[config.mk]
export PLATFORM = sky130hd
export DESIGN_NAME = sar_result_buffer
export DESIGN_NICKNAME = d
export VERILOG_FILES = /design/src/rtl/result_buffer_pkg.sv /design/src/rtl/sar_result_buffer.sv /design/src/rtl/result_store.sv /design/src/rtl/scan_tagger.sv
export SDC_FILE = /design/constraint.sdc
export NUM_CORES = 1
export LEC_CHECK = 0
export ABC_AREA = 1
export ABC_CLOCK_PERIOD_IN_PS = 3050
export BUFFER_PORTS_ARGS = -buffer_cell sky130_fd_sc_hd__buf_2
export CORE_ASPECT_RATIO = 2
export CORE_MARGIN = 2
export CORE_UTILIZATION = 45
export CTS_BUF_LIST = sky130_fd_sc_hd__clkbuf_2
export CTS_CLUSTER_DIAMETER = 100
export DETAILED_ROUTE_END_ITERATION = 7
export PLACE_DENSITY = 0.69
export SKIP_LAST_GASP = 1
export SLEW_MARGIN = 0
export SYNTH_ARGS = -nofsm -noshare
export SYNTH_HDL_FRONTEND = slang
export SYNTH_SLANG_ARGS = --single-unit
export TNS_END_PERCENT = 50
[constraint.sdc]
create_clock -name clock -period 3.05 [get_ports clock]
set_clock_uncertainty 0.2 [all_clocks]
set_input_delay 0.61 -clock clock [delete_from_list [all_inputs] [get_ports clock]]
set_output_delay 0.61 -clock clock [all_outputs]
set_load 0.03 [all_outputs]
[src/rtl/result_buffer_pkg.sv]
// package: constants and types for the conversion result buffer
package result_buffer_pkg;
    localparam int DEPTH = 64;
    localparam int PTR_W = 6;
    localparam int RESULT_W = 12;
    localparam int ADDR_W = 4;
    localparam int DATA_W = 16;
    localparam int FULL_BIT = 15;
    localparam int EMPTY_BIT = 14;
    localparam int RSVD_BIT = 13;
    localparam int TAG_BIT = 12;
    localparam logic [ADDR_W-1:0] BUF_WORD_OFS = 4'h0;
    localparam logic [ADDR_W-1:0] CTRL_OFS = 4'h1;
    localparam logic [ADDR_W-1:0] STATUS_OFS = 4'h2;
    localparam logic [ADDR_W-1:0] IRQ_STAT_OFS = 4'h3;
    localparam logic [ADDR_W-1:0] IRQ_MASK_OFS = 4'h4;
    localparam logic [ADDR_W-1:0] LEVEL_OFS = 4'h5;
    // control register bits
    localparam int CTRL_BUF_MODE = 0;
    // interrupt bits: 0 result stored, 1 full, 2 overflow drop
    localparam int IRQ_W = 3;
    localparam int IRQ_STORED = 0;
    localparam int IRQ_FULL = 1;
    localparam int IRQ_OVF = 2;
    localparam logic [DATA_W-1:0] BUF_WORD_RESET = 16'h4000;
    localparam logic [DATA_W-1:0] UNMAPPED_READ = 16'h0000;
    typedef enum logic [1:0] {
        SRC_BATTERY = 2'h0,
        SRC_AUX_ONE = 2'h1,
        SRC_AUX_TWO = 2'h2,
        SRC_TEMP = 2'h3
    } source_type;
    typedef struct packed {
        logic valid;
        source_type source;
        logic [RESULT_W-1:0] value;
    } conversion_type;
    typedef struct packed {
        logic tag;
        logic [RESULT_W-1:0] value;
    } entry_type;
    typedef struct packed {
        logic [ADDR_W-1:0] addr;
        logic [DATA_W-1:0] wdata;
        logic write;
        logic read;
    } bus_req_type;
endpackage

[src/rtl/sar_result_buffer.sv]
// top: result buffer with register port and interrupt
`timescale 1ns/1ps
`default_nettype none
module sar_result_buffer
    import result_buffer_pkg::*;
#(
    parameter int DEPTH_P = DEPTH
) (
    // clock and reset
    input wire logic clock,
    input wire logic rst_n,
    // register port
    input wire logic [result_buffer_pkg::ADDR_W-1:0] addr,
    input wire logic [result_buffer_pkg::DATA_W-1:0] wdata,
    input wire logic write,
    input wire logic read,
    output logic [result_buffer_pkg::DATA_W-1:0] rdata,
    // conversions from the scan sequencer
    input wire result_buffer_pkg::conversion_type conv,
    input wire logic port_scan,
    // per-source result words outside buffer mode
    output logic [result_buffer_pkg::RESULT_W-1:0] direct_result_reg [0:3],
    // interrupt
    output logic irq
);
    import result_buffer_pkg::*;

    logic buf_mode_reg;
    logic [PTR_W-1:0] wr_ptr_reg;
    logic [PTR_W-1:0] rd_ptr_reg;
    logic [PTR_W:0] count_reg;
    logic [IRQ_W-1:0] irq_stat_reg;
    logic [IRQ_W-1:0] irq_mask_reg;
    logic [DATA_W-1:0] rdata_reg;
    logic irq_reg;
    logic pop_pending_reg;
    logic [1:0] rsel_reg;
    logic [DATA_W-1:0] misc_reg;
    logic tag;
    logic order_slip;
    entry_type wr_entry;
    entry_type rd_entry;

    wire is_full = (count_reg == (PTR_W+1)'(DEPTH_P));
    wire is_empty = (count_reg == '0);
    wire hit_buf = (addr == BUF_WORD_OFS);
    wire hit_ctrl = (addr == CTRL_OFS);
    wire hit_stat = (addr == STATUS_OFS);
    wire hit_istat = (addr == IRQ_STAT_OFS);
    wire hit_imask = (addr == IRQ_MASK_OFS);
    wire hit_level = (addr == LEVEL_OFS);
    wire pop = read && hit_buf && !is_empty;
    wire store_try = conv.valid && buf_mode_reg;
    wire push = store_try && (!is_full || pop);
    wire drop = store_try && !push;
    wire [PTR_W:0] count_next = count_reg + (PTR_W+1)'(push) - (PTR_W+1)'(pop);
    wire [IRQ_W-1:0] irq_events = {drop, push && (count_next == (PTR_W+1)'(DEPTH_P)), push};
    // set wins over a write-one clear in the same cycle
    wire [IRQ_W-1:0] irq_stat_next = (irq_stat_reg &
        ~((write && hit_istat) ? wdata[IRQ_W-1:0] : '0)) | irq_events;

    assign wr_entry = '{tag: tag, value: conv.value};

    scan_tagger tagger (
        .clock(clock),
        .rst_n(rst_n),
        .conv(conv),
        .port_scan(port_scan),
        .tag(tag),
        .order_slip_reg(order_slip)
    );

    result_store #(.WIDTH(RESULT_W+1), .ADDR(PTR_W)) store (
        .clock(clock),
        .wr_en(push),
        .wr_addr(wr_ptr_reg),
        .wr_data(wr_entry),
        .rd_addr(rd_ptr_reg),
        .rd_data(rd_entry)
    );

    // flags reflect the state after this pop, so the last read shows empty
    wire empty_after = (count_next == '0);
    wire full_after = (count_next == (PTR_W+1)'(DEPTH_P));

    // misc register read selection for non-buffer addresses
    wire [DATA_W-1:0] misc_data =
        hit_ctrl ? {{(DATA_W-1){1'b0}}, buf_mode_reg} :
        hit_stat ? {12'h000, order_slip, 1'b0, is_empty, is_full} :
        hit_istat ? {{(DATA_W-IRQ_W){1'b0}}, irq_stat_reg} :
        hit_imask ? {{(DATA_W-IRQ_W){1'b0}}, irq_mask_reg} :
        hit_level ? {{(DATA_W-PTR_W-1){1'b0}}, count_reg} : UNMAPPED_READ;

    always_ff @(posedge clock or negedge rst_n)
    begin
        if (!rst_n)
        begin
            buf_mode_reg <= 1'b0;
            irq_mask_reg <= '0;
            irq_stat_reg <= '0;
            irq_reg <= 1'b0;
            wr_ptr_reg <= '0;
            rd_ptr_reg <= '0;
            count_reg <= '0;
        end
        else
        begin
            if (write && hit_ctrl)
            begin
                buf_mode_reg <= wdata[CTRL_BUF_MODE];
            end
            if (write && hit_imask)
            begin
                irq_mask_reg <= wdata[IRQ_W-1:0];
            end
            irq_stat_reg <= irq_stat_next;
            irq_reg <= |(irq_stat_next & ((write && hit_imask) ? wdata[IRQ_W-1:0] : irq_mask_reg));
            if (push)
            begin
                wr_ptr_reg <= wr_ptr_reg + 1'b1;
            end
            if (pop)
            begin
                rd_ptr_reg <= rd_ptr_reg + 1'b1;
            end
            count_reg <= count_next;
        end
    end

    // outside buffer mode each result goes to its own location
    always_ff @(posedge clock or negedge rst_n)
    begin
        if (!rst_n)
        begin
            for (int i = 0; i < 4; i++)
            begin
                direct_result_reg[i] <= '0;
            end
        end
        else if (conv.valid && !buf_mode_reg)
        begin
            direct_result_reg[conv.source] <= conv.value;
        end
    end

    // read answer: memory data arrives one cycle later, flags captured now
    always_ff @(posedge clock or negedge rst_n)
    begin
        if (!rst_n)
        begin
            pop_pending_reg <= 1'b0;
            rsel_reg <= 2'h0;
            misc_reg <= BUF_WORD_RESET;
        end
        else
        begin
            pop_pending_reg <= pop;
            rsel_reg <= !read ? 2'h0 : (hit_buf ? 2'h1 : 2'h2);
            if (read && hit_buf)
            begin
                // empty buffer read returns flags only
                misc_reg <= {full_after && pop, empty_after, 14'h0000};
            end
            else
            begin
                misc_reg <= misc_data;
            end
        end
    end

    // word layout: full, empty, reserved zero, tag, result
    always_comb
    begin
        rdata_reg = '0;
        if (rsel_reg == 2'h1)
        begin
            rdata_reg = misc_reg;
            if (pop_pending_reg)
            begin
                rdata_reg[TAG_BIT] = rd_entry.tag;
                rdata_reg[RESULT_W-1:0] = rd_entry.value;
            end
        end
        else if (rsel_reg == 2'h2)
        begin
            rdata_reg = misc_reg;
        end
    end

    // hold a word between reads so the answer comes from a flop
    logic [DATA_W-1:0] hold_reg;
    always_ff @(posedge clock or negedge rst_n)
    begin
        if (!rst_n)
        begin
            hold_reg <= BUF_WORD_RESET;
        end
        else if (rsel_reg != 2'h0)
        begin
            hold_reg <= rdata_reg;
        end
    end

    assign rdata = (rsel_reg != 2'h0) ? rdata_reg : hold_reg;
    assign irq = irq_reg;
endmodule // sar_result_buffer
`default_nettype wire

[src/rtl/result_store.sv]
// result storage memory with registered read data
`timescale 1ns/1ps
`default_nettype none
module result_store #(
    parameter int WIDTH = 13,
    parameter int ADDR = 6
) (
    // clock
    input wire logic clock,
    // write port
    input wire logic wr_en,
    input wire logic [ADDR-1:0] wr_addr,
    input wire logic [WIDTH-1:0] wr_data,
    // read port
    input wire logic [ADDR-1:0] rd_addr,
    output logic [WIDTH-1:0] rd_data
);
    logic [WIDTH-1:0] mem [0:(1<<ADDR)-1];
    always_ff @(posedge clock)
    begin
        if (wr_en)
        begin
            mem[wr_addr] <= wr_data;
        end
        rd_data <= mem[rd_addr];
    end
endmodule // result_store
`default_nettype wire

[src/rtl/scan_tagger.sv]
// maps a conversion source to its tag bit and checks scan order
`timescale 1ns/1ps
`default_nettype none
module scan_tagger
    import result_buffer_pkg::*;
(
    // clock and reset
    input wire logic clock,
    input wire logic rst_n,
    // incoming conversion
    input wire result_buffer_pkg::conversion_type conv,
    input wire logic port_scan,
    // outputs
    output logic tag,
    output logic order_slip_reg
);
    // tag 1 for aux one or temperature, 0 for battery or aux two
    assign tag = (conv.source == SRC_AUX_ONE) || (conv.source == SRC_TEMP);
    logic [1:0] last_rank_reg;
    logic [1:0] rank;
    // ranks follow the sequencer order; a drop in rank starts a new scan
    assign rank = port_scan ? ((conv.source == SRC_BATTERY) ? 2'h0 :
                  (conv.source == SRC_AUX_ONE) ? 2'h1 : 2'h2)
                : ((conv.source == SRC_AUX_ONE) ? 2'h0 :
                  (conv.source == SRC_AUX_TWO) ? 2'h1 : 2'h2);
    always_ff @(posedge clock or negedge rst_n)
    begin
        if (!rst_n)
        begin
            last_rank_reg <= 2'h0;
            order_slip_reg <= 1'b0;
        end
        else if (conv.valid)
        begin
            last_rank_reg <= rank;
            // same nonzero rank twice in a row means order broke inside a scan
            order_slip_reg <= (rank == last_rank_reg) && (rank != 2'h0);
        end
    end
endmodule // scan_tagger
`default_nettype wire

==> flow_summary.yaml, run 1 <==
logic_synthesis:
  synth.most_common_cell: "edfxtp_1"
  synth-edff-count: 832
  synth_top_family_by_area: "simple AND/OR/NAND/NOR gates"
  yosys.area.top_type: "edfxtp_1"
  synth.avg_cell_area_um2: 12.2
  synth-simple-area-share_pct: 12.6
  synthTopCellsByCount: "edfxtp_1 (832), nor2_1 (564), o21ai_0 (402), nand2_1 (361), nand3_1 (196)"
  synthAdderAreaFrac_pct: 0.542
  synth-seq-cells: 951
  yosysWarnings: 0
  synth-xor-area-share_pct: 0.275
  synthTopCellsByArea: "edfxtp_1 (65%), dfrtp_1 (6.8%), nor2_1 (5.5%)"
  synth.cell_area_um2: 38300
  synth_compound_area_share_pct: 10.1
  synthDominantCellAreaShare_pct: 65.3
  ys_seq_area_share_pct: 72.9
  synthArstFlopShare_pct: 11.1
  yosysUniqueCellTypes: 38
  synthMuxAreaShare_pct: 0
  syn-num-nets: 3198
  netlist_instances: 3142
  ys.flop_type: "edfxtp_1"
timing:
  finalHoldViolations: 0
  period_minus_slack_ns: 3.49
  timing.fmax_mhz: 286
  setup_slack_ns: -0.444
  finalSetupViolCount: 17
  slew_viol_final: 0
  maxSlewHeadroom_pct: 42.6
  finalCritPeriodShare_pct: 115
  fin_setup_tns_ns: -5.61
  rsz0062_at_grt: "true"
  worstMarginPinSlew_ns: 0.862
floorplan:
  die_h_um: 417
  initial_utilization_pct: 45.3
  num_rows: 151
  ioPinCount: 105
  die_w_um: 210
  coreArea_um2: 84500
  die_area_um2: 87600
placed_design:
  dp_hpwl_um: 66500
  place_area_um2: 41200
  gp_congestion: 0.936
  dpl.cell_count: 4334
  dp_slack_ns: -0.227
  portBuffers: 91
cells_and_area:
  layoutNonFillerInstCount: 4724
  design_area_um2: 43700
  multi_input_area_um2: 9150
  drive_gt1_share_pct: 18.3
  largest_reg_flops: 832
  fill_cells: 7068
  syn2layout_area_growth_pct: 14.0
  fin_nets: 3563
  seqCellArea_um2: 27900
power:
  power.density_nw_per_um2: 821
  pwr-share-seq_pct: 42.1
  intPower_mw: 21.4
  ir_worst_vdd_v: 0.000683
  power_frac_comb_pct: 37.5
  p_sw_share_pct: 40.3
  p_clk_share_pct: 20.4
  p_leak_nw: 15.9
  p_switching_mw: 14.4
  finalPower_mw: 35.8
detailed_routing:
  drc: 0
  wl_met2_um: 55700
  ant_nets: 0
  wl_met3_um: 6190
  vias: 26200
  drt_iter0_markers: 2142
  wl_met1_um: 36000
  drt_first_pass_iters: 5
  wl_per_cell_um: 22.2
  vias_per_cell: 5.54
  highest_layer: "met4"
  finalWirelength_um: 105000
critical_path:
  path_max_fanout: 8
  worstPathRequired_ns: 2.24
  cp_data_arrival_time_ns: 2.68
  end_kind: "output pin"
  start_kind: "flop"
  worstSetupPathType: "flop to output pin"
  rrSetupSlack_ns: -0.05
run_status:
  violations: "setup timing"
  status: "complete, but fails checks"
cts:
  cts.sinks: 951
  htreeDepth: 4
  insertion_delay_ns: 1.32
  cts-root-buf: "clkbuf_2"
  clk_pin_slew_worst_paths_ns: 0.14
  cts_tree: "done"
  cts_made_buffers: 177
  cts_buffer_depth: 3
grt:
  antenna_found_initial: 2
  grt_pass1_vias: 26400
  grt.overflow.total: 0
  grt_max_degree: 85
  grt.total_usage_pct: 23.9
  grt_pass1_wl_um: 156000
hold_path:
  hp-class: "input port to flop"
run:
  drv_cap: 0
==> area by class of cell <==
type,count,share of cell area (%)
clock buffers,237,2.72
diodes,2,0.0115
repair buffers,372,7.18
multi-input cells,1890,21.0
flip-flops and latches,951,63.9
inverters,115,1.01
well taps,1071,3.07
clock inverters,86,1.12
==> timing repair <==
item	in CTS	in global routing
cloned	0	1
endpoints found under the hold margin	988	1
endpoints found under the setup margin	19	845
gates resized for setup	21	40
pin swaps	4	17
buffers inserted	4	10
hold buffers	51	1
==> power groups by stage <==
stage / Clock (mW) / Sequential [mW] / Combinational [mW]
CTS: 7.42 / 15.1 / 13.1
floorplan: 0 / 15.5 / 7.93
global placement: 0 / 15.3 / 12.8
detailed placement: 0 / 15.3 / 13.0
global route: 7.93 / 15.1 / 14.6
finish: 7.31 / 15.1 / 13.4
==> through the flow <==
step | util, % | hold slack (ns)
2_1_floorplan | - | 0.114
3_3_place_gp | 48.7 | 0.265
3_5_place_dp | 48.7 | 0.272
4_1_cts | 51.4 | 0.000284
5_1_grt | 51.7 | 0.0667
6_report | 51.7 | 0.119
==> path summary, 6_finish.rpt <==
| kind | from | end | cells after the start |
|---|---|---|---|
| min in group asynchronous | rst_n | direct_result_reg[29] | 4 |
| hold / removal | addr[0] | misc_reg[14] | 8 |
| setup reg to reg | count_reg[3] | irq | 21 |
| setup / recovery | rsel_reg[1] | rdata[2] | 4 |
| hold reg to reg | direct_result_reg[6] | direct_result_reg[6] | 2 |
| max in group asynchronous | rst_n | misc_reg[14] | 5 |
==> layer usage <==
layer	track usage (%)	vias up
met5	0	-
met4	16.6	0
met3	3.29	272
met2	43.1	1114
met1	25.7	12800
li1	-	12100
==> worst max-delay path, stage by stage (launching register included) <==
cell and delay [ns]:
dfrtp_2 0.47, nor2_4 0.22, o21ai_1 0.12, o211ai_1 0.32
buf_4 0.23
==> cells in the final DEF, fill, tap and decap left out, types with 17 or more instances in the layout <==
cell type / synthesis / layout
a21oi_1: 56 / 56
clkinv_2: 0 / 21
buf_12: 0 / 30
inv_1: 110 / 101
nand2_1: 361 / 355
dlygate4sd3_1: 0 / 49
clkbuf_2: 1 / 237
o211ai_1: 113 / 113
o22ai_1: 61 / 61
buf_2: 54 / 75
buf_4: 14 / 209
or2_2: 19 / 18
dfrtp_1: 104 / 98
o21ai_1: 64 / 70
inv_2: 4 / 17
clkinv_1: 1 / 54
edfxtp_1: 832 / 832
o21ai_0: 402 / 396
nand3_1: 196 / 194
nor2_1: 564 / 556
==> logic make-up after synthesis <==
group,Yosys count
AO/OA/AOI/OAI,699
AND/OR/NAND/NOR,1162
flip-flops,951
XOR/XNOR,12
buffers and inverters,302
adder cells (fa/ha/maj),16
(Power assumes the default switching activity.)
==> run 2: changes to the inputs <==
==> constraint.sdc (replaced) <==
create_clock -name clock -period 3.05 [get_ports clock]
set_clock_uncertainty 0.2 [all_clocks]
set_input_delay 0.4575 -clock clock [delete_from_list [all_inputs] [get_ports clock]]
set_output_delay 0.4575 -clock clock [all_outputs]
set_load 0.03 [all_outputs]
==> run 2 against run 1 <==
  * Final area decreased by 0.45%
  * Maximum frequency increased by 3.9%
  * Sequential power about the same
  * The flow still finishes with violations (setup timing)
  * Combinational power decreased by 3%
  * Non-clock buffer count decreased by 9
==> flow_summary.yaml, run 2 (synthesized netlist as in run 1, its figures left out) <==
cells_and_area:
  final_cell_mix: "edfxtp_1 (832), nor2_1 (560), o21ai_0 (397)"
  final_common_cell: "edfxtp_1"
  seqCellArea_um2: 27900
  fin_nets: 3556
  syn2layout_area_growth_pct: 13.5
  multi_input_area_um2: 9050
  fill_cells: 7026
  largest_reg_flops: 832
  design_area_um2: 43500
  drive_gt1_share_pct: 17.4
floorplan:
  die_h_um: 417
  initial_utilization_pct: 45.3
  coreArea_um2: 84500
  die_w_um: 210
  ioPinCount: 105
  die_area_um2: 87600
  num_rows: 151
placed_design:
  gp_congestion: 0.894
  dp_hpwl_um: 65000
  dp_slack_ns: -0.222
  portBuffers: 91
  place_area_um2: 40800
grt:
  grt_pass1_vias: 26700
  grt.overflow.total: 0
  grt_max_degree: 112
  antenna_found_initial: 2
  grt.total_usage_pct: 24.2
  grt_pass1_wl_um: 158000
timing:
  finalSetupViolCount: 19
  fin_setup_tns_ns: -3.72
  maxSlewHeadroom_pct: 20.1
  holdWs_ns: 0.159
  rsz0062_at_grt: "true"
  setup_slack_ns: -0.312
  timing.fmax_mhz: 297
  slew_viol_final: 0
  finalHoldViolations: 0
  finalCritPeriodShare_pct: 110
  period_minus_slack_ns: 3.36
  worstMarginPinSlew_ns: 1.19
detailed_routing:
  drt_iter0_markers: 2611
  wl_per_cell_um: 22.5
  wl_met2_um: 56700
  drc: 0
  wl_met3_um: 6990
  vias_per_cell: 5.65
  highest_layer: "met4"
  finalWirelength_um: 106000
  wl_met1_um: 35100
  vias: 26700
  drt_first_pass_iters: 7
  ant_nets: 0
cts:
  cts_made_buffers: 180
  cts_tree: "done"
  cts_buffer_depth: 3
  clk_pin_slew_worst_paths_ns: 0.14
  insertion_delay_ns: 1.33
  cts.sinks: 951
  htreeDepth: 4
  cts-root-buf: "clkbuf_2"
power:
  ir_worst_vdd_v: 0.000828
  finalPower_mw: 35.5
  p_leak_nw: 15.8
  power.density_nw_per_um2: 816
critical_path:
  end_kind: "output pin"
  path_max_fanout: 5
  cp_data_arrival_time_ns: 2.70
  worstPathRequired_ns: 2.39
  worstSetupPathType: "flop to output pin"
  start_kind: "flop"
run_status:
  status: "complete, but fails checks"
  violations: "setup timing"
hold_path:
  hp-class: "input port to flop"
run:
  drv_cap: 0
-- run 2: per-layer routing --
metal / global-route usage (%) / up-vias
met5: 0 / -
met4: 16.6 / 0
met3: 3.71 / 329
met2: 44.1 / 1260
met1: 25.4 / 13100
li1: - / 12000
-- run 2: metrics by stage --
step / util (%) / instances
CTS: 51.4 / 4716
global placement: 48.3 / 4304
detailed placement: 48.3 / 4304
floorplan: - / 3142
finish: 51.5 / 4723
global route: 51.5 / 4723
-- run 2: repair_timing --
action / in CTS / in global routing
gates resized for setup: 29 / 15
setup endpoints to repair: 19 / 20
gates cloned: 1 / 0
endpoints found under the hold margin: 978 / 0
buffers inserted: 6 / 4
hold buffers: 75 / 0
pin swaps: 6 / 6
-- run 2: worst paths after layout --
kind / startpoint / cells after the start / slack, ns / end
max in group asynchronous: rst_n / 6 / 1.47 / direct_result_reg[6]
min in group asynchronous: rst_n / 5 / 0.56 / wr_ptr_reg[0]
worst max-delay path: rsel_reg[0] / 6 / -0.31 / rdata[5]
worst min-delay path: conv[10] / 2 / 0.16 / store.mem[34][10]
worst max register to register: count_reg[2] / 18 / -0.18 / misc_reg[14]
worst min register to register: direct_result_reg[45] / 2 / 0.30 / direct_result_reg[45]
-- run 2: final cells by class --
type / count / share of cell area [%]
Multi-Input combinational cell: 1889 / 20.8
Clock buffer: 260 / 2.99
Tap cell: 1071 / 3.08
Sequential cell: 951 / 64.2
Timing Repair Buffer: 363 / 6.86
Inverter: 115 / 1.03
Clock inverter: 70 / 0.947
Antenna cell: 4 / 0.0230
-- run 2: worst max-delay path: stages, from the launching register on --
cell and delay [ns]:
dfrtp_2 0.42, clkinvlp_4 0.11, nor2_4 0.12, buf_6 0.14, o21ai_2 0.06, o211ai_1 0.33, buf_4 0.23
-- run 2: power breakdown --
part | switching [mW] | internal [mW]
Combinational | 9.17 | 3.80
Sequential | 0.406 | 14.7
Clock | 4.69 | 2.73
Total | 14.3 | 21.2
